--- src/rtl/usc_regs.svh ---
`ifndef USC_REGS_SVH
`define USC_REGS_SVH

`define USC_ADDR_W 8
`define USC_OFS_MODE 8'h00
`define USC_OFS_STAT 8'h04
`define USC_OFS_TXDATA 8'h08
`define USC_OFS_RXDATA 8'h0C

`define USC_MODE_INFRARED_CODEC_ENABLE 12
`define USC_MODE_RXINV 4
`define USC_MODE_HIRATE 3
`define USC_MODE_FMT_HI 2
`define USC_MODE_FMT_LO 1
`define USC_MODE_STOP 0
`define USC_MODE_RESET 16'h0000
`define USC_MODE_MASK 16'h101F

`define USC_STAT_TXIS1 15
`define USC_STAT_TXINV 14
`define USC_STAT_TXIS0 13
`define USC_STAT_BRK 11
`define USC_STAT_TXEN 10
`define USC_STAT_TXFULL 9
`define USC_STAT_SHIFTER_EMPTY_FLAG 8
`define USC_STAT_RXIS_HI 7
`define USC_STAT_RXIS_LO 6
`define USC_STAT_ADDRESS_DETECT_ENABLE 5
`define USC_STAT_RX_IDLE_FLAG 4
`define USC_STAT_PARITY_ERROR_FLAG 3
`define USC_STAT_FRAMING_ERROR_FLAG 2
`define USC_STAT_OVR 1
`define USC_STAT_RXDA 0

`define USC_TICKS_STD_LAST 4'hF
`define USC_TICKS_HS_LAST 4'h3
`define USC_TICKS_STD_HALF 4'h7
`define USC_TICKS_HS_HALF 4'h1
`define USC_IR_PULSE_TICKS 4'h3
`define USC_BREAK_ZEROS 12
`define USC_RESP_OKAY 2'b00
`define USC_RESP_SLVERR 2'b10

`endif

--- src/rtl/usc_pkg.sv ---
`default_nettype none
package usc_pkg;
  typedef enum logic [1:0] {
    USC_FMT_8N = 2'b00,
    USC_FMT_8E = 2'b01,
    USC_FMT_8O = 2'b10,
    USC_FMT_9N = 2'b11
  } usc_fmt_type;
  typedef enum logic [1:0] {
    USC_RX_IDLE = 2'b00,
    USC_RX_START = 2'b01,
    USC_RX_BITS = 2'b10
  } usc_rx_state_type;
endpackage : usc_pkg
`default_nettype wire

--- src/rtl/usc_uart.sv ---
`include "usc_regs.svh"
`default_nettype none
module usc_uart #(
  parameter int BAUD_DIV = 1,
  parameter int DEPTH = 4
) (
  // System
  input wire logic clock,
  input wire logic srst,
  // AXI4-Lite write address
  input wire logic [`USC_ADDR_W-1:0] s_axi_awaddr,
  input wire logic s_axi_awvalid,
  output logic s_axi_awready,
  // AXI4-Lite write data
  input wire logic [31:0] s_axi_wdata,
  input wire logic [3:0] s_axi_wstrb,
  input wire logic s_axi_wvalid,
  output logic s_axi_wready,
  // AXI4-Lite write response
  output logic [1:0] s_axi_bresp,
  output logic s_axi_bvalid,
  input wire logic s_axi_bready,
  // AXI4-Lite read address
  input wire logic [`USC_ADDR_W-1:0] s_axi_araddr,
  input wire logic s_axi_arvalid,
  output logic s_axi_arready,
  // AXI4-Lite read data
  output logic [31:0] s_axi_rdata,
  output logic [1:0] s_axi_rresp,
  output logic s_axi_rvalid,
  input wire logic s_axi_rready,
  // Serial line
  input wire logic serialRxLine,
  output logic serialTxLine,
  output logic serialTxEnable,
  // Events
  output logic txEvent,
  output logic rxEvent
);
  localparam int PW = $clog2(DEPTH);
  localparam int CW = PW + 1;
  localparam logic [CW-1:0] FULL_COUNT = CW'(DEPTH);
  localparam logic [CW-1:0] THREE_COUNT = CW'(3);
  localparam logic [15:0] DIV_LAST = 16'(BAUD_DIV - 1);

  // Register state
  logic [15:0] modeReg;
  logic [1:0] txIrqSelect;
  logic txPolarityInvert;
  logic breakRequest;
  logic txEnable;
  logic [1:0] rxIrqSelect;
  logic addressDetectEnable;
  logic overrun;

  // Bus slave state
  logic awHeld;
  logic wHeld;
  logic [`USC_ADDR_W-1:0] wrAddr;
  logic [31:0] wrData;
  logic [3:0] wrStrb;

  // Oversample tick divider
  logic [15:0] divCount;
  logic tick;

  // Transmit state
  logic [8:0] txBuf [DEPTH];
  logic [PW-1:0] txRd;
  logic [PW-1:0] txWr;
  logic [CW-1:0] txCount;
  logic txBusy;
  logic txIsBreak;
  logic [13:0] txShift;
  logic [3:0] txBitsLeft;
  logic [3:0] txTick;

  // Receive state
  usc_pkg::usc_rx_state_type rxState;
  logic [10:0] rxBuf [DEPTH];
  logic [PW-1:0] rxRd;
  logic [PW-1:0] rxWr;
  logic [CW-1:0] rxCount;
  logic [11:0] rxShiftReg;
  logic [3:0] rxIdx;
  logic [3:0] rxTick;
  logic [3:0] irStretch;

  // Mode fields
  wire infraredCodecEnable = modeReg[`USC_MODE_INFRARED_CODEC_ENABLE];
  wire rxPolarityInvert = modeReg[`USC_MODE_RXINV];
  wire highRateSelect = modeReg[`USC_MODE_HIRATE];
  wire [1:0] frameFormatSelect = modeReg[`USC_MODE_FMT_HI:`USC_MODE_FMT_LO];
  wire stopCountSelect = modeReg[`USC_MODE_STOP];
  wire nineBit = frameFormatSelect == usc_pkg::USC_FMT_9N;
  wire hasParity = frameFormatSelect == usc_pkg::USC_FMT_8E
    || frameFormatSelect == usc_pkg::USC_FMT_8O;
  wire oddParity = frameFormatSelect == usc_pkg::USC_FMT_8O;
  wire irActive = infraredCodecEnable && !highRateSelect;
  wire [3:0] bitLast = highRateSelect ? `USC_TICKS_HS_LAST : `USC_TICKS_STD_LAST;
  wire [3:0] bitHalf = highRateSelect ? `USC_TICKS_HS_HALF : `USC_TICKS_STD_HALF;

  // Status flags
  wire txFullFlag = txCount == FULL_COUNT;
  wire shifterEmptyFlag = txCount == '0 && !txBusy;
  wire rxIdleFlag = rxState == usc_pkg::USC_RX_IDLE;
  wire rxDataAvailable = rxCount != '0;
  wire [10:0] rxHead = rxBuf[rxRd];
  wire parityErrorFlag = rxDataAvailable && rxHead[9];
  wire framingErrorFlag = rxDataAvailable && rxHead[10];

  wire [15:0] statusRead = {txIrqSelect[1], txPolarityInvert, txIrqSelect[0], 1'b0,
    breakRequest, txEnable, txFullFlag, shifterEmptyFlag, rxIrqSelect,
    addressDetectEnable, rxIdleFlag, parityErrorFlag, framingErrorFlag, overrun,
    rxDataAvailable};

  // Write decode
  wire wrFire = awHeld && wHeld && !s_axi_bvalid;
  wire wrMode = wrFire && wrAddr == `USC_OFS_MODE;
  wire wrStat = wrFire && wrAddr == `USC_OFS_STAT;
  wire wrTx = wrFire && wrAddr == `USC_OFS_TXDATA;
  wire wrMapped = wrMode || wrStat || wrTx || wrAddr == `USC_OFS_RXDATA;
  wire [15:0] wrMask = {{8{wrStrb[1]}}, {8{wrStrb[0]}}};
  wire [15:0] statMerged = (wrData[15:0] & wrMask) | (statusRead & ~wrMask);
  wire txPush = wrTx && wrStrb[0] && txEnable && !txFullFlag;
  wire rxFlush = wrStat && wrStrb[0] && overrun && !wrData[`USC_STAT_OVR];

  // Read decode
  wire rdFire = s_axi_arvalid && s_axi_arready;
  wire rdMode = s_axi_araddr == `USC_OFS_MODE;
  wire rdStat = s_axi_araddr == `USC_OFS_STAT;
  wire rdTx = s_axi_araddr == `USC_OFS_TXDATA;
  wire rdRx = s_axi_araddr == `USC_OFS_RXDATA;
  wire [31:0] rdMux = rdMode ? {16'h0000, modeReg}
    : rdStat ? {16'h0000, statusRead}
    : rdRx && rxDataAvailable ? {23'h00_0000, rxHead[8:0]} : 32'h0000_0000;
  wire rxPop = rdFire && rdRx && rxDataAvailable;

  // Transmit frame assembly
  wire [8:0] txHead = txBuf[txRd];
  wire parityBit = oddParity ? ~^txHead[7:0] : ^txHead[7:0];
  wire [13:0] frameData = nineBit ? {3'b111, txHead, 1'b0}
    : hasParity ? {3'b111, parityBit, txHead[7:0], 1'b0}
    : {4'b1111, txHead[7:0], 1'b0};
  wire [3:0] frameLen = 4'd10 + {3'b000, nineBit || hasParity}
    + {3'b000, stopCountSelect};
  wire [13:0] breakFrame = {1'b1, 12'h000, 1'b0};
  wire txStartBreak = !txBusy && txEnable && breakRequest;
  wire txStartData = !txBusy && txEnable && !breakRequest && txCount != '0;
  wire txBitEnd = txBusy && tick && txTick == bitLast;
  wire txFrameEnd = txBitEnd && txBitsLeft == 4'd1;
  wire txCurBit = txBusy ? txShift[0] : 1'b1;
  wire irPulse = txBusy && !txShift[0] && txTick < `USC_IR_PULSE_TICKS;
  wire nextTxLine = irActive ? (irPulse ? ~txPolarityInvert : txPolarityInvert)
    : txCurBit ^ txPolarityInvert;
  wire txLoadEmpties = txCount == CW'(1);
  wire next_txEvent = (txStartData && txIrqSelect == 2'b00)
    || (txStartData && txLoadEmpties && txIrqSelect == 2'b10)
    || (txFrameEnd && txCount == '0 && txIrqSelect == 2'b01);

  // Receive line conditioning
  wire rxNorm = serialRxLine ^ rxPolarityInvert;
  wire rxBit = irActive ? irStretch == 4'h0 : rxNorm;
  wire [3:0] rxFrameBits = 4'd9 + {3'b000, nineBit || hasParity}
    + {3'b000, stopCountSelect};
  wire rxSampleEnd = tick && rxState == usc_pkg::USC_RX_BITS && rxTick == bitLast;
  wire rxLastSample = rxSampleEnd && rxIdx == rxFrameBits - 4'd1;
  wire [11:0] rxDone = rxShiftReg | (12'h001 << rxIdx) & {12{rxBit}};
  wire [3:0] stopPos = nineBit || hasParity ? 4'd9 : 4'd8;
  wire [8:0] rxChar = nineBit ? rxDone[8:0] : {1'b0, rxDone[7:0]};
  wire rxParOk = !hasParity || (rxDone[8] == (oddParity ? ~^rxDone[7:0] : ^rxDone[7:0]));
  wire rxStop1 = rxDone[stopPos];
  wire rxStop2 = !stopCountSelect || rxDone[stopPos + 4'd1];
  wire rxAccept = !(addressDetectEnable && nineBit && !rxDone[8]);
  wire rxStore = rxLastSample && rxAccept && !overrun;
  wire rxOverflow = rxStore && rxCount == FULL_COUNT && !rxPop;
  wire rxPush = rxStore && !rxOverflow;
  wire [CW-1:0] rxNewCount = rxCount + CW'(1);
  wire next_rxEvent = rxPush && (!rxIrqSelect[1]
    || (rxIrqSelect == 2'b11 && rxNewCount - CW'(rxPop) == FULL_COUNT)
    || (rxIrqSelect == 2'b10 && rxNewCount - CW'(rxPop) == THREE_COUNT));

  // Bus slave handshakes
  always_ff @(posedge clock)
  begin
    if (srst)
    begin
      awHeld <= 1'b0;
      wHeld <= 1'b0;
      s_axi_awready <= 1'b1;
      s_axi_wready <= 1'b1;
      s_axi_bvalid <= 1'b0;
      s_axi_bresp <= `USC_RESP_OKAY;
      wrAddr <= '0;
      wrData <= 32'h0000_0000;
      wrStrb <= 4'h0;
    end
    else
    begin
      if (s_axi_awvalid && s_axi_awready)
      begin
        awHeld <= 1'b1;
        s_axi_awready <= 1'b0;
        wrAddr <= s_axi_awaddr;
      end
      if (s_axi_wvalid && s_axi_wready)
      begin
        wHeld <= 1'b1;
        s_axi_wready <= 1'b0;
        wrData <= s_axi_wdata;
        wrStrb <= s_axi_wstrb;
      end
      if (wrFire)
      begin
        s_axi_bvalid <= 1'b1;
        s_axi_bresp <= wrMapped ? `USC_RESP_OKAY : `USC_RESP_SLVERR;
      end
      if (s_axi_bvalid && s_axi_bready)
      begin
        s_axi_bvalid <= 1'b0;
        awHeld <= 1'b0;
        wHeld <= 1'b0;
        s_axi_awready <= 1'b1;
        s_axi_wready <= 1'b1;
      end
    end
  end

  always_ff @(posedge clock)
  begin
    if (srst)
    begin
      s_axi_arready <= 1'b1;
      s_axi_rvalid <= 1'b0;
      s_axi_rdata <= 32'h0000_0000;
      s_axi_rresp <= `USC_RESP_OKAY;
    end
    else if (rdFire)
    begin
      s_axi_arready <= 1'b0;
      s_axi_rvalid <= 1'b1;
      s_axi_rdata <= rdMux;
      s_axi_rresp <= (rdMode || rdStat || rdTx || rdRx) ? `USC_RESP_OKAY : `USC_RESP_SLVERR;
    end
    else if (s_axi_rvalid && s_axi_rready)
    begin
      s_axi_arready <= 1'b1;
      s_axi_rvalid <= 1'b0;
    end
  end

  // Control registers
  always_ff @(posedge clock)
  begin
    if (srst)
    begin
      modeReg <= `USC_MODE_RESET;
      txIrqSelect <= 2'b00;
      txPolarityInvert <= 1'b0;
      breakRequest <= 1'b0;
      txEnable <= 1'b0;
      rxIrqSelect <= 2'b00;
      addressDetectEnable <= 1'b0;
    end
    else
    begin
      if (txBusy && txIsBreak && txFrameEnd)
        breakRequest <= 1'b0;
      if (wrMode)
        modeReg <= ((wrData[15:0] & wrMask) | (modeReg & ~wrMask)) & `USC_MODE_MASK;
      if (wrStat)
      begin
        txIrqSelect <= {statMerged[`USC_STAT_TXIS1], statMerged[`USC_STAT_TXIS0]};
        txPolarityInvert <= statMerged[`USC_STAT_TXINV];
        breakRequest <= statMerged[`USC_STAT_BRK];
        txEnable <= statMerged[`USC_STAT_TXEN];
        rxIrqSelect <= statMerged[`USC_STAT_RXIS_HI:`USC_STAT_RXIS_LO];
        addressDetectEnable <= statMerged[`USC_STAT_ADDRESS_DETECT_ENABLE];
      end
    end
  end

  // Oversample tick, one pulse every BAUD_DIV clocks
  always_ff @(posedge clock)
  begin
    if (srst || divCount == DIV_LAST)
      divCount <= 16'h0000;
    else
      divCount <= divCount + 16'h0001;
  end

  always_ff @(posedge clock)
  begin
    if (srst)
      tick <= 1'b0;
    else
      tick <= divCount == DIV_LAST;
  end

  // Transmit buffer and shifter
  always_ff @(posedge clock)
  begin
    if (txPush)
      txBuf[txWr] <= wrData[8:0];
  end

  always_ff @(posedge clock)
  begin
    if (srst || !txEnable)
    begin
      txRd <= '0;
      txWr <= '0;
      txCount <= '0;
      txBusy <= 1'b0;
      txIsBreak <= 1'b0;
      txShift <= 14'h3FFF;
      txBitsLeft <= 4'h0;
      txTick <= 4'h0;
    end
    else
    begin
      if (txPush)
        txWr <= txWr + PW'(1);
      txCount <= txCount + CW'(txPush) - CW'(txStartData);
      if (txStartBreak)
      begin
        txBusy <= 1'b1;
        txIsBreak <= 1'b1;
        txShift <= breakFrame;
        txBitsLeft <= 4'(`USC_BREAK_ZEROS + 2);
        txTick <= 4'h0;
      end
      else if (txStartData)
      begin
        txBusy <= 1'b1;
        txIsBreak <= 1'b0;
        txShift <= frameData;
        txBitsLeft <= frameLen;
        txTick <= 4'h0;
        txRd <= txRd + PW'(1);
      end
      else if (txBusy && tick)
      begin
        txTick <= txBitEnd ? 4'h0 : txTick + 4'h1;
        if (txBitEnd)
        begin
          txShift <= {1'b1, txShift[13:1]};
          txBitsLeft <= txBitsLeft - 4'h1;
          if (txFrameEnd)
            txBusy <= 1'b0;
        end
      end
    end
  end

  always_ff @(posedge clock)
  begin
    if (srst)
    begin
      serialTxLine <= 1'b1;
      serialTxEnable <= 1'b0;
      txEvent <= 1'b0;
    end
    else
    begin
      serialTxLine <= nextTxLine;
      serialTxEnable <= txEnable;
      txEvent <= next_txEvent && txEnable;
    end
  end

  // Infrared pulse stretcher holds a decoded zero for one bit
  always_ff @(posedge clock)
  begin
    if (srst || !irActive)
      irStretch <= 4'h0;
    else if (tick && !rxNorm)
      irStretch <= `USC_TICKS_STD_LAST;
    else if (tick && irStretch != 4'h0)
      irStretch <= irStretch - 4'h1;
  end

  // Receiver
  always_ff @(posedge clock)
  begin
    if (rxPush)
      rxBuf[rxWr] <= {!(rxStop1 && rxStop2), !rxParOk, rxChar};
  end

  always_ff @(posedge clock)
  begin
    if (srst || rxFlush)
    begin
      rxState <= usc_pkg::USC_RX_IDLE;
      rxRd <= '0;
      rxWr <= '0;
      rxCount <= '0;
      rxShiftReg <= 12'h000;
      rxIdx <= 4'h0;
      rxTick <= 4'h0;
      rxEvent <= 1'b0;
    end
    else
    begin
      rxEvent <= next_rxEvent;
      if (rxPop)
        rxRd <= rxRd + PW'(1);
      if (rxPush)
        rxWr <= rxWr + PW'(1);
      rxCount <= rxCount + CW'(rxPush) - CW'(rxPop);
      if (tick)
      begin
        unique case (rxState)
          usc_pkg::USC_RX_IDLE:
          begin
            rxTick <= 4'h0;
            if (!rxBit)
              rxState <= usc_pkg::USC_RX_START;
          end
          usc_pkg::USC_RX_START:
          begin
            rxTick <= rxTick + 4'h1;
            if (rxTick == bitHalf)
            begin
              rxTick <= 4'h0;
              rxIdx <= 4'h0;
              rxShiftReg <= 12'h000;
              rxState <= rxBit ? usc_pkg::USC_RX_IDLE : usc_pkg::USC_RX_BITS;
            end
          end
          usc_pkg::USC_RX_BITS:
          begin
            rxTick <= rxTick + 4'h1;
            if (rxSampleEnd)
            begin
              rxTick <= 4'h0;
              rxShiftReg <= rxDone;
              rxIdx <= rxIdx + 4'h1;
              if (rxLastSample)
                rxState <= usc_pkg::USC_RX_IDLE;
            end
          end
          default:
            rxState <= usc_pkg::USC_RX_IDLE;
        endcase
      end
    end
  end

  always_ff @(posedge clock)
  begin
    if (srst)
      overrun <= 1'b0;
    else if (rxOverflow)
      overrun <= 1'b1;
    else if (rxFlush)
      overrun <= 1'b0;
  end
endmodule : usc_uart
`default_nettype wire
--- config.mk ---
export PLATFORM = sky130hd
export DESIGN_NAME = usc_uart
export DESIGN_NICKNAME = d
export VERILOG_FILES = /design/src/rtl/usc_pkg.sv /design/src/rtl/usc_uart.sv
export VERILOG_INCLUDE_DIRS = /design/src /design/src/rtl
export SDC_FILE = /design/constraint.sdc
export NUM_CORES = 1
export LEC_CHECK = 0
export BUFFER_PORTS_ARGS = -buffer_cell sky130_fd_sc_hd__clkbuf_2
export CAP_MARGIN = 30
export CORE_UTILIZATION = 25
export CTS_BUF_LIST = sky130_fd_sc_hd__clkbuf_4 sky130_fd_sc_hd__clkbuf_8
export DETAILED_ROUTE_END_ITERATION = 7
export SETUP_SLACK_MARGIN = 0.4
export SYNTH_ARGS = -nofsm -noshare
export SYNTH_HDL_FRONTEND = slang
export SYNTH_SLANG_ARGS = --single-unit
--- constraint.sdc ---
create_clock -name clock -period 4.05 [get_ports clock]
set_input_delay 0.6075 -clock clock [delete_from_list [all_inputs] [get_ports clock]]
set_output_delay 0.6075 -clock clock [all_outputs]
set_load 0.01 [all_outputs]
# Word-level counts from Yosys, hierarchy flattened
# Memories as Yosys holds them, arrays and structs flattened. A register that Yosys moved wholly into a read port is not among the register bits.
# Index checks and enable logic that the tools add are counted.
[op_classes] addsub=22 n_lt_le_gt_ge=3 n_eq_ne=30 shift=1 n_mux=70 n_bitwise=12 n_reduce_logical=130
[ops] operator="1-bit logical AND" count=56
[ops] operator="4-bit two-way mux" count=12
[ops] operator="14-bit two-way mux" count=3
[ops] operator="16-bit bitwise AND" count=2
[ops] operator="8-bit by 4-bit == test with 1-bit output (second input constant)" count=4
[ops] operator="16-bit two-way mux" count=2
[ops] operator="1-bit two-way mux" count=28
[ops] operator="12-bit two-way mux" count=2
[ops] operator="12-bit case mux with 2 select lines" count=1
[ops] operator="2-bit two-way mux" count=11
[ops] operator="1-bit logical NOT" count=20
[ops] operator="10-bit two-way mux" count=2
[ops] operator="1-bit logical OR" count=18
[ops] operator="9-bit two-way mux" count=2
[ops] operator="3-bit nonzero test" count=6
[ops] operator="16-bit by 1-bit adder with 16-bit output (second input constant)" count=1
[ops] operator="4-bit by 1-bit adder with 4-bit output (second input constant)" count=4
[ops] operator="8-bit by 3-bit == test with 1-bit output (second input constant)" count=2
[ops] operator="16-bit logical NOT" count=1
[ops] operator="8-bit logical NOT" count=2
[ops] operator="16-bit inverter" count=1
[ops] operator="16-bit bitwise OR" count=1
[ops] operator="2-bit nonzero test" count=8
[ops] operator="8-bit XNOR reduction" count=2
[ops] operator="other kinds (43)" count=77
[word_totals] ff_bits=169 mem_bits_rw=80 inputBits=60 out_inout_bits=45 memories=2
[memory_table] memory="rxBuf" depth=4 width=11 rd=1 rd_clocked_by_memory_dff=1 wr=1 line="usc_uart.sv:80" rtl="logic [10:0] rxBuf [DEPTH];"
[memory_table] memory="txBuf" depth=4 width=9 rd=1 rd_clocked_by_memory_dff=1 wr=1 line="usc_uart.sv:68" rtl="logic [8:0] txBuf [DEPTH];"

# Longest topological paths before layout
# Gate-level depths: netlist of the first run.
[depth] word_depth=16 depth_mapped=16 depth_no_buf=16

# Worst setup path before layout of the first run
# OpenSTA, ideal clock, no wires.
[synth_timing] path_kind="register to register" start="register irStretch[0]" end="register rxCount[2]" setup_time_ns=0.117 t_arrival_ns=2.916 path_slack_ns=1.017 path_stages_with_launch=16 path_buffers=0 synth_period_minus_slack_ns=3.033 cell_sequence="dfxtp_1 inv_1 ha_1 or3b_1 mux2i_4 a31oi_1 and3_4 nor3_1 nand3_1 o21ai_0 ha_1 inv_1 fa_1 xor2_1 xnor2_1 nor2_1"
[synth_between] elab_chain_cells=15
[synth_rtl] element="start: declaration" line="usc_uart.sv:87" rtl="logic [3:0] irStretch;"
[synth_rtl] element="start signal: assignment" line="usc_uart.sv:378" rtl="irStretch <= `USC_TICKS_STD_LAST;"
[synth_rtl] element="start signal: assignment" line="usc_uart.sv:380" rtl="irStretch <= irStretch - 4'h1;"
[synth_rtl] element="4-bit logical NOT (*)" line="usc_uart.sv:163" rtl="wire rxBit = irActive ? irStretch == 4'h0 : rxNorm;"
[synth_rtl] element="1-bit two-way mux (*)" line="usc_uart.sv:163"
[synth_rtl] element="12-bit bitwise AND (*)" line="usc_uart.sv:168" rtl="wire [11:0] rxDone = rxShiftReg | (12'h001 << rxIdx) & {12{rxBit}};"
[synth_rtl] element="12-bit bitwise OR (*)" line="usc_uart.sv:168"
[synth_rtl] element="1-bit logical NOT (*)" line="usc_uart.sv:174" rtl="wire rxAccept = !(addressDetectEnable && nineBit && !rxDone[8]);"
[synth_rtl] element="1-bit logical AND (*)" line="usc_uart.sv:174"
[synth_rtl] element="1-bit logical NOT (*)" line="usc_uart.sv:174"
[synth_rtl] element="1-bit logical AND (*) (2 in series)" line="usc_uart.sv:175" rtl="wire rxStore = rxLastSample && rxAccept && !overrun;"
[synth_rtl] element="1-bit logical AND (2 in series)" line="usc_uart.sv:176" rtl="wire rxOverflow = rxStore && rxCount == FULL_COUNT && !rxPop;"
[synth_rtl] element="1-bit logical NOT" line="usc_uart.sv:177" rtl="wire rxPush = rxStore && !rxOverflow;"
[synth_rtl] element="1-bit logical AND (*)" line="usc_uart.sv:177"
[synth_rtl] element="3-bit by 1-bit adder with 3-bit output (*)" line="usc_uart.sv:410" rtl="rxCount <= rxCount + CW'(rxPush) - CW'(rxPop);"
[synth_rtl] element="3-bit by 1-bit subtractor with 3-bit output (*)" line="usc_uart.sv:410"
[synth_rtl] element="end signal: assignment" line="usc_uart.sv:410"
[synth_rtl] element="end: declaration" line="usc_uart.sv:83" rtl="logic [CW-1:0] rxCount;"
# Mark *: on every way between the ends. The rest lies on a longest branch, timed or not.
# A chain may end at the register's enable or synchronous reset.

# Final worst setup path of the first run
# Ends and elaborated chain as after synthesis.

==> impl_metrics.csv, run 1 <==
group,metric,value,unit
synthesis,netlist_instances,946,
timing,fin_hold_ws,0.289,ns
setup_path,arrival,3.72,ns
detailed_routing,ant_nets,0,
detailed_routing,drt_wl_total,22500,um
placement,port_buffers,67,
setup_path,critPathMaxStageDelay,0.43,ns
layout,fin_util,0.295,
floorplan,die_w,203,um
synthesis,yosysUniqueCellTypes,70,
power_and_ir_drop,clock_power_share,0.444,
setup_path,endpoint_kind,"register",
power_and_ir_drop,swShare,0.224,
setup_path,crit_fanout,4,
synthesis,synth_ff_type,"dfxtp_1",
placement,detailed_place_hpwl,16100,um
power_and_ir_drop,p_sw,1.06,mW
cts,cts_setup_buffers,0,
power_and_ir_drop,seqPwrFrac,0.520,
global_routing,grt_pass1_wl,36000,um
floorplan,row_count,73,
setup_path,critPathLaunchType,"register",
timing,setup_tns,0,ns
synthesis,yosysWarnings,0,
power_and_ir_drop,leakagePower,4.26,nW
timing,hold_viol,0,
placement,routabilityCongestion,0.770,
synthesis,ys_seq_elements,233,
power_and_ir_drop,power.internal,3.68,mW
layout,area_growth,15.9,%
global_routing,grt.total_usage,0.111,
timing,report.final.slew_viol_count,0,
global_routing,grt_max_degree,42,
timing,slew_headroom,0.376,
detailed_routing,drt_iter0_drc,343,
setup_path,r2r-start,"irStretch[0]$_SDFFE_PP0P_",
detailed_routing,firstDrtPassIters,4,
cts,numClockSinks,233,
layout,drive_gt1_frac,0.174,
floorplan,io_pins,105,
timing,rsz0062_at_grt,"false",
power_and_ir_drop,power,4.74,mW
floorplan,die_y,203,um
worst_hold_path,worstHoldStart,"s_axi_wvalid",
synthesis,avgSynthCellArea,10.7,um2
floorplan,initial_utilization,0.254,
synthesis,ys_async_sr_fraction,0,
worst_hold_path,hold_depth,2,
cts,clockBufferDepth,3,
cts,cts_made_buffers,39,
cts,ctsResizeCount,0,
global_routing,antenna_found_initial,0,
detailed_routing,wl_per_cell,14.2,um
setup_path,crit_family,"simple AND/OR/NAND/NOR gates",
floorplan,dieArea,41300,um2
cts,htreeDepth,2,
outcome,outcome,"finished clean",
cts,hold_buffers,0,
global_routing,gr-total-overflow,0,
global_routing,grt_pass1_vias,6845,
synthesis,netlist_area,10100,um2
setup_path,slowest_stage,"or3b_1",
setup_path,worstRegToRegCells,15,
layout,n_antenna_cell,0,
job,cap_violations,0,
power_and_ir_drop,vdd_drop_max,187,uV
timing,timing.final.crit_share,0.815,
setup_path,crit_type,"register to register",
setup_path,path_cells,"inv_1, ha_1, or3b_1, mux2i_4, a31oi_1, and3_4, nor3_1, nand3_1, o21ai_0, ha_1, inv_1, fa_1, xor2_1, xnor2_1, nor2_1",
setup_path,cp-startpoint,"irStretch[0]$_SDFFE_PP0P_",
timing,fin_worst_skew,0.0158,ns
detailed_routing,drc,0,
power_and_ir_drop,p_comb_frac,0.035,
setup_path,crit_cells,15,
cts,cts_tree,"yes",
setup_path,worst-path-buf-inv,2,
timing,fin_crit,3.30,ns
synthesis,synth_edf_count,80,
floorplan,core,39800,um2
timing,worst_slew_pin_slew,0.933,ns
detailed_routing,viasPerCell,4.40,
synthesis,ys_seq_area_frac,0.540,
timing,fmax,303,MHz
cts,clkTransAtPathRegs,0.07,ns
cts,clock_latency,0.54,ns
cts,cts_root_buf,"clkbuf_8",
layout,nFillCells,4141,
power_and_ir_drop,p_per_area,404,nW/um2
detailed_routing,num_vias,6947,
worst_hold_path,hold_path_class,"primary input to register",
setup_path,critPathRequiredTime,4.47,ns
layout,final_nets,1121,
timing,setup_viol,0,
[worst register-to-register path, delay by kind of cell, from the launching register on]
family | cells | cell delay (ns)
adder cells (fa/ha/maj) | 3 | 0.72
AO/OA/AOI/OAI | 2 | 0.32
AND/OR/NAND/NOR | 5 | 1.26
flip-flops | 1 | 0.33
multiplexers | 1 | 0.16
XOR/XNOR | 2 | 0.29
buffers and inverters | 2 | 0.11
[power groups by stage]
stage | sequential (mW) | combinational [mW] | clock [mW]
after floorplan | 2.51 | 0.127 | 0
after global placement | 2.51 | 0.167 | 0
after detailed placement | 2.52 | 0.170 | 0
after CTS | 2.47 | 0.170 | 2.16
after global routing | 2.47 | 0.190 | 2.28
final | 2.47 | 0.167 | 2.11
[metrics by stage]
step	cell area [um2]	setup slack (ns)	instances
after floorplan	10200	1.02	963
after global placement	11000	0.756	1509
after detailed placement	11000	0.719	1509
after CTS	11700	0.775	1579
after global routing	11700	0.459	1579
final	11700	0.747	1579
[layout by cell type, fill, tap and decap left out, types with 18 or more instances in the layout]
master	count
o21ai_0	24
ha_1	34
mux2i_1	19
nand2_1	97
mux4_2	20
xnor2_1	30
dfxtp_1	153
nand3_1	36
nor2_1	94
conb_1	18
edfxtp_1	80
clkbuf_8	43
inv_1	42
clkbuf_2	67
a21oi_1	83
[cells by family (layout without fill, tap and decap cells)]
logic type               after synthesis  after routing  synth area share
XOR/XNOR                              49             49            0.0452
flip-flops                           233            233             0.540
adder cells (fa/ha/maj)               36             36            0.0460
other                                  1             18          0.000370
buffers and inverters                 96            187            0.0440
multiplexers                          40             40            0.0655
AND/OR/NAND/NOR                      323            323             0.158
AO/OA/AOI/OAI                        168            168             0.102
[synthesized netlist by cell type, types with 6 or more instances]
master      n  share of area
dfxtp_1   153           0.30
nand3b_1    7         0.0052
a31o_2      6         0.0052
nor2_1     94          0.035
and3_1      9         0.0056
xor2_1     17          0.015
mux4_2     20          0.044
a22oi_1    11         0.0082
edfxtp_1   80           0.24
nor3_1      7         0.0035
a21oi_1    83          0.041
a31oi_1     6         0.0037
nand2b_1    9         0.0056
and2_1     15         0.0093
buf_2       8         0.0040
o21ai_0    24          0.012
nand2_1    97          0.036
mux2i_1    19          0.019
buf_4      18          0.013
ha_1       34          0.042
nor2b_1    15         0.0093
nand3_1    36          0.018
clkbuf_1   25         0.0093
xnor2_1    30          0.026
a211oi_1    6         0.0044
inv_1      42          0.016
[layer usage]
layer	GRT usage	routed length (um)
met5	0	0
met4	0.0534	909
met3	0.0260	1180
met2	0.192	10900
met1	0.128	9450
[registers in the layout, indices dropped and copies added, names as in the netlist, 2 cells and up, named ones only]
register	flops
divCount	16
wrAddr	8
txWr	2
rxWr	2
rxShiftReg	11
rxCount	3
txBitsLeft	4
txShift	14
wrData	15
wrStrb	2
txBuf	36
rxTick	4
txRd	2
rxState	2
rxRd	2
irStretch	4
rxIdx	4
s_axi_rdata	16
txCount	3
txTick	4
rxBuf	44
[worst paths after layout]
path	end	slack [ns]
max reg2reg	rxCount[2]$_SDFF_PP0_	0.75
max	rxCount[2]$_SDFF_PP0_	0.75
min	s_axi_wready$_SDFFE_PP1P_	0.29
min reg2reg	wrAddr[0]$_SDFFE_PP0P_	0.45
[layout make-up]
cell class / instances / area, um2 / area share
Inverter: 43 / 161 / 0.0137
Multi-Input combinational cell: 634 / 4280 / 0.365
Tap cell: 525 / 657 / 0.0559
Clock buffer: 58 / 704 / 0.0600
Clock inverter: 12 / 85.1 / 0.00725
Sequential cell: 233 / 5470 / 0.465
Timing Repair Buffer: 74 / 388 / 0.0330
Power figures use the tool's default switching activity.
==> run 2, diff against run 1 <==
==> constraint.sdc (replaced) <==
create_clock -name clock -period 2.85 [get_ports clock]
set_input_delay 0.4275 -clock clock [delete_from_list [all_inputs] [get_ports clock]]
set_output_delay 0.4275 -clock clock [all_outputs]
set_load 0.01 [all_outputs]
==> run 2 against run 1 <==
Compared with the run above: clock-buffer cell count is 1 higher; global-route usage is 0.48 points higher; largest cell class unchanged; flip-flop and latch count is the same; via count up 5.3%; clock power rose by 48%; non-clock buffer count grew 65; power up 46%; cell area grew 7.9%; register-to-register slack lost 0.62 ns; combinational power grew 63%.
==> impl_metrics.csv, run 2 (synthesis results as in run 1) <==
group,metric,value,unit
floorplan,die_y,203,um
layout,regMostFlops,"rxBuf",
floorplan,row_count,73,
detailed_routing,drt_wl_total,24500,um
setup_path,r2r-start,"irStretch[0]$_SDFFE_PP0P_",
placement,detailed_place_hpwl,16900,um
detailed_routing,firstDrtPassIters,5,
layout,final_cell_mix,"dfxtp_1 (144), nand2_1 (97), nor2_1 (92)",
timing,fin_worst_skew,0.0333,ns
detailed_routing,ant_nets,0,
placement,placed_cell_area,11300,um2
detailed_routing,wl_per_cell,14.8,um
cts,clockBufferDepth,3,
detailed_routing,drc,0,
power_and_ir_drop,power,6.90,mW
detailed_routing,drt_iter0_drc,358,
layout,finalInstanceArea,12700,um2
timing,worst_slew_pin_slew,0.693,ns
layout,final_nets,1193,
placement,routabilityCongestion,0.791,
cts,clock_latency,0.55,ns
floorplan,die_w,203,um
setup_path,rrSetupSlack,0.12,ns
timing,fin_crit,2.73,ns
timing,rsz0062_at_grt,"true",
layout,drive_gt1_frac,0.275,
global_routing,grt_pass1_vias,7073,
worst_hold_path,hold_depth,2,
outcome,outcome,"finished clean",
detailed_routing,num_vias,7317,
detailed_routing,viasPerCell,4.43,
setup_path,r2r_end,"rxCount[2]$_SDFF_PP0_",
cts,clkTransAtPathRegs,0.06,ns
cts,numClockSinks,233,
power_and_ir_drop,leakagePower,4.70,nW
timing,report.final.slew_viol_count,0,
timing,setup_viol,0,
timing,hold_viol,0,
worst_hold_path,worstHoldStart,"s_axi_wvalid",
floorplan,initial_utilization,0.254,
global_routing,antenna_found_initial,2,
worst_hold_path,hold-path-endpoint,"s_axi_wready$_SDFFE_PP1P_",
cts,cts_made_buffers,39,
setup_path,critPathLaunchType,"register",
global_routing,gr-total-overflow,0,
timing,slew_headroom,0.537,
global_routing,grt.total_usage,0.116,
setup_path,crit_type,"register to register",
floorplan,core,39800,um2
worst_hold_path,hold_path_class,"primary input to register",
layout,reg_top3,"rxBuf: 44 flops, txBuf: 36 flops",
layout,largest_register_ffs,44,
setup_path,arrival,3.14,ns
cts,cts_tree,"yes",
global_routing,grt_max_degree,32,
power_and_ir_drop,p_per_area,545,nW/um2
floorplan,io_pins,105,
setup_path,endpoint_kind,"register",
global_routing,grt_pass1_wl,37700,um
placement,port_buffers,67,
cts,htreeDepth,2,
setup_path,worstRegToRegCells,15,
timing,fmax,367,MHz
cts,cts_root_buf,"clkbuf_8",
timing,timing.final.crit_share,0.957,
setup_path,crit_fanout,2,
floorplan,dieArea,41300,um2
placement,place_inst,1544,
layout,finalNonFillerCells,1653,
job,cap_violations,0,
setup_path,critPathRequiredTime,3.27,ns
layout,area_growth,25.1,%
power_and_ir_drop,vdd_drop_max,247,uV
layout,final_common_cell,"dfxtp_1",
==> run 2: cell count changes in the layout (fill, tap and decap cells not counted), sizes merged, moves of 2 or more <==
cell	change
buf	+63
and2	+6
clkbuf	+3
inv	+2
==> run 2: area by class of cell <==
cell class / instances / area [um2]
Fill cell: 4063 / 27200
Sequential cell: 233 / 5480
Multi-Input combinational cell: 641 / 4610
Timing Repair Buffer: 139 / 928
Clock buffer: 59 / 731
Tap cell: 525 / 657
Inverter: 43 / 161
Clock inverter: 12 / 103
Antenna cell: 1 / 2.50
==> run 2: power breakdown <==
group          switching (mW)  internal, mW  total [mW]
logic                   0.166         0.107       0.272
clock network            1.38          1.75        3.13
registers              0.0411          3.46        3.50
total                    1.58          5.32        6.90
==> run 2: how the worst max path moves through the flow <==
stage                               from                     to  slack, ns
2_1_floorplan  irStretch[1]$_SDFFE_PP0P_  rxCount[2]$_SDFF_PP0_       0.08
3_3_place_gp             s_axi_araddr[5]  rxBuf[3][7]$_DFFE_PP_       0.02
3_5_place_dp             s_axi_araddr[5]  rxBuf[1][7]$_DFFE_PP_     -0.008
4_1_cts        irStretch[0]$_SDFFE_PP0P_  rxCount[2]$_SDFF_PP0_       0.09
5_1_grt        irStretch[0]$_SDFFE_PP0P_  rxCount[2]$_SDFF_PP0_      0.001
6_report       irStretch[0]$_SDFFE_PP0P_  rxCount[2]$_SDFF_PP0_       0.12
==> run 2: metrics by stage <==
stage	setup WS (ns)	util	hold slack, ns	setup TNS, ns
global route	0.00130	0.318	0.0626	0
global placement	0.0175	0.284	0.441	0
CTS	0.0933	0.309	0.0585	0
detailed placement	-0.00774	0.284	0.448	-0.0834
finish	0.124	0.318	0.0850	0
floorplan	0.0823	-	0.431	0
==> run 2: worst max-delay path: stages, from the launching register on <==
cell and delay, ns:
dfxtp_2 0.32, inv_2 0.06, ha_4 0.12, or3b_4 0.39, mux2i_4 0.19, a31oi_4 0.13, and3_4 0.18, nor3_4 0.12
nand3_1 0.08, o21ai_1 0.09, ha_2 0.19, inv_2 0.03, fa_2 0.32, xor2_1 0.15, xnor2_1 0.16, nor2_1 0.05
==> run 2: per-layer routing <==
metal | share of wire | vias to the layer above | track usage | wire (um)
li1 | - | 3620 | - | -
met1 | 0.44 | 3502 | 0.143 | 10700
met2 | 0.50 | 151 | 0.198 | 12100
met3 | 0.038 | 42 | 0.0203 | 936
met4 | 0.030 | 2 | 0.0483 | 738
met5 | 0.00053 | - | 0 | 13
==> run 2: timing repair <==
action | 4_1_cts | 5_1_grt
hold buffers | 0 | 0
hold endpoints to repair | 0 | 0
pin swaps | 14 | 15
setup endpoints to repair | 70 | 101
resized for setup | 14 | 53
gates cloned | 5 | 5
setup buffers | 12 | 15
==> run 3, diff against run 2 <==
--- a/config.mk
+++ b/config.mk
@@ -11,6 +11,7 @@
 export CORE_UTILIZATION = 25
 export CTS_BUF_LIST = sky130_fd_sc_hd__clkbuf_4 sky130_fd_sc_hd__clkbuf_8
 export DETAILED_ROUTE_END_ITERATION = 7
+export RECOVER_POWER = 100
 export SETUP_SLACK_MARGIN = 0.4
 export SYNTH_ARGS = -nofsm -noshare
 export SYNTH_HDL_FRONTEND = slang
==> run 3 against run 2 <==
Compared with the run above: wire length about the same; combinational power decreased by 2%; sequential power about the same; non-clock buffer count unchanged; flip-flop and latch count unchanged; final cell count unchanged; sequential share of layout area increased by 0.23 points; die area unchanged; cell area decreased by 0.61%; clock skew increased by 0.0012 ns; utilization decreased by 0.19 points; worst hold slack about the same; critical path type unchanged; largest power group unchanged.
==> impl_metrics.csv, run 3 (synthesis results as in run 1) <==
group,metric,value,unit
power_and_ir_drop,p_per_area,548,nW/um2
detailed_routing,drt_iter0_drc,337,
setup_path,worst-path-buf-inv,2,
power_and_ir_drop,power,6.90,mW
detailed_routing,ant_nets,0,
worst_hold_path,hold_depth,2,
timing,rsz0062_at_grt,"true",
floorplan,die_y,203,um
worst_hold_path,worstHoldStart,"s_axi_wvalid",
global_routing,grt_pass1_wl,37700,um
power_and_ir_drop,leakagePower,4.58,nW
floorplan,io_pins,105,
outcome,outcome,"finished clean",
layout,finalInstanceArea,12600,um2
cts,cts_root_buf,"clkbuf_8",
setup_path,cp_common_cell,"inv_2",
setup_path,arrival,3.15,ns
placement,placed_cell_area,11300,um2
timing,fin_worst_skew,0.0345,ns
detailed_routing,num_vias,7323,
global_routing,gr-total-overflow,0,
cts,numClockSinks,233,
timing,setup_viol,0,
detailed_routing,met1_length,10600,um
timing,fin_crit,2.73,ns
setup_path,critPathMaxStageDelay,0.39,ns
job,cap_violations,0,
detailed_routing,route.met2.wl,12200,um
floorplan,dieArea,41300,um2
floorplan,initial_utilization,0.254,
layout,area_growth,24.3,%
worst_hold_path,hold_path_class,"primary input to register",
detailed_routing,drt_wl_total,24500,um
setup_path,r2r_end,"rxCount[2]$_SDFF_PP0_",
setup_path,endpoint_kind,"register",
setup_path,crit_family,"simple AND/OR/NAND/NOR gates",
timing,report.final.slew_viol_count,0,
global_routing,grt.total_usage,0.116,
setup_path,crit_fanout,2,
floorplan,row_count,73,
timing,slew_headroom,0.105,
detailed_routing,drc,0,
cts,clkTransAtPathRegs,0.06,ns
floorplan,core,39800,um2
detailed_routing,wl_per_cell,14.8,um
layout,final_nets,1193,
setup_path,critPathRequiredTime,3.27,ns
layout,reg_top3,"rxBuf: 44 flops, txBuf: 36 flops",
cts,clock_latency,0.55,ns
setup_path,path_cells,"inv_2, ha_4, or3b_4, mux2i_4, a31oi_4, and3_4, nor3_4, nand3_1, o21ai_1, ha_2, inv_2, fa_2, xor2_1, xnor2_1, nor2_1",
cts,hold_buffers,0,
cts,cts_made_buffers,39,
placement,port_buffers,67,
cts,clockBufferDepth,3,
timing,fmax,366,MHz
power_and_ir_drop,vdd_drop_max,247,uV
detailed_routing,firstDrtPassIters,4,
setup_path,rrSetupSlack,0.12,ns
floorplan,die_w,203,um
layout,largest_register_ffs,44,
setup_path,critPathLaunchType,"register",
placement,routabilityCongestion,0.791,
setup_path,crit_type,"register to register",
detailed_routing,highest_layer,"met5",
setup_path,worstRegToRegCells,15,
layout,drive_gt1_frac,0.242,
cts,cts_tree,"yes",
detailed_routing,viasPerCell,4.43,
worst_hold_path,hold-path-endpoint,"s_axi_wready$_SDFFE_PP1P_",
detailed_routing,wl_met3,1020,um
layout,final_cell_mix,"dfxtp_1 (146), nand2_1 (97), nor2_1 (92)",
global_routing,antenna_found_initial,2,
cts,htreeDepth,2,
setup_path,slowest_stage,"or3b_4",
timing,worst_slew_pin_slew,1.34,ns
timing,timing.final.crit_share,0.958,
layout,final_common_cell,"dfxtp_1",
placement,detailed_place_hpwl,16900,um
global_routing,grt_pass1_vias,7073,
layout,regMostFlops,"rxBuf",
global_routing,grt_max_degree,32,
timing,hold_viol,0,
setup_path,r2r-start,"irStretch[0]$_SDFFE_PP0P_",
==> run 3: worst max path at each step <==
stage / start / end / slack (ns) / cells past startpoint
2_1_floorplan: irStretch[1]$_SDFFE_PP0P_ / rxCount[2]$_SDFF_PP0_ / 0.08 / 15
3_3_place_gp: s_axi_araddr[5] / rxBuf[3][7]$_DFFE_PP_ / 0.02 / 8
3_5_place_dp: s_axi_araddr[5] / rxBuf[1][7]$_DFFE_PP_ / -0.008 / 8
4_1_cts: irStretch[0]$_SDFFE_PP0P_ / rxCount[2]$_SDFF_PP0_ / 0.09 / 15
5_1_grt: irStretch[0]$_SDFFE_PP0P_ / rxCount[2]$_SDFF_PP0_ / -0.003 / 15
6_report: irStretch[0]$_SDFFE_PP0P_ / rxCount[2]$_SDFF_PP0_ / 0.12 / 15
==> run 3: area by class of cell <==
class | instances | area, um2
Antenna cell | 1 | 2.50
Clock buffer | 59 | 731
Clock inverter | 12 | 103
Fill cell | 4089 | 27200
Inverter | 43 | 161
Multi-Input combinational cell | 641 | 4590
Sequential cell | 233 | 5480
Tap cell | 525 | 657
Timing Repair Buffer | 139 | 872
==> run 3: report_power, final <==
part / internal (mW) / switching [mW]
Sequential: 3.46 / 0.0411
Clock: 1.75 / 1.38
Combinational: 0.103 / 0.164
Total: 5.32 / 1.58
==> run 3: through the flow <==
stage                     setup WS, ns  instances  TNS [ns]   util  hold slack (ns)
after floorplan                 0.0823        963         0      -            0.431
after global placement          0.0175       1544         0  0.284            0.441
after detailed placement      -0.00774       1544   -0.0834  0.284            0.448
after CTS                       0.0933       1632         0  0.309           0.0585
after global routing          -0.00335       1652  -0.00335  0.316           0.0626
final                            0.119       1653         0  0.316           0.0846
==> run 3: what timing repair did <==
item                                    in CTS  in global routing
hold endpoints to repair                     0                  0
gates cloned                                 5                  5
endpoints found under the setup margin      70                101
setup buffers                               12                 15
gates resized for setup                     14                 53
pin swaps                                   14                 15
==> run 3: worst reg2reg max path, cell delays in order, from the launching register on <==
cell	delay (ns)
dfxtp_1	0.32
inv_2	0.07
ha_4	0.12
or3b_4	0.40
mux2i_4	0.19
a31oi_4	0.13
and3_4	0.18
nor3_4	0.12
nand3_1	0.08
o21ai_1	0.09
ha_2	0.19
inv_2	0.03
fa_2	0.32
xor2_1	0.15
xnor2_1	0.16
nor2_1	0.05
==> run 3: per-layer routing <==
layer  global-route usage  vias up
met4               0.0483        2
met1                0.143     3502
met3               0.0203       42
li1                     -     3620
met2                0.198      157
met5                    0        -
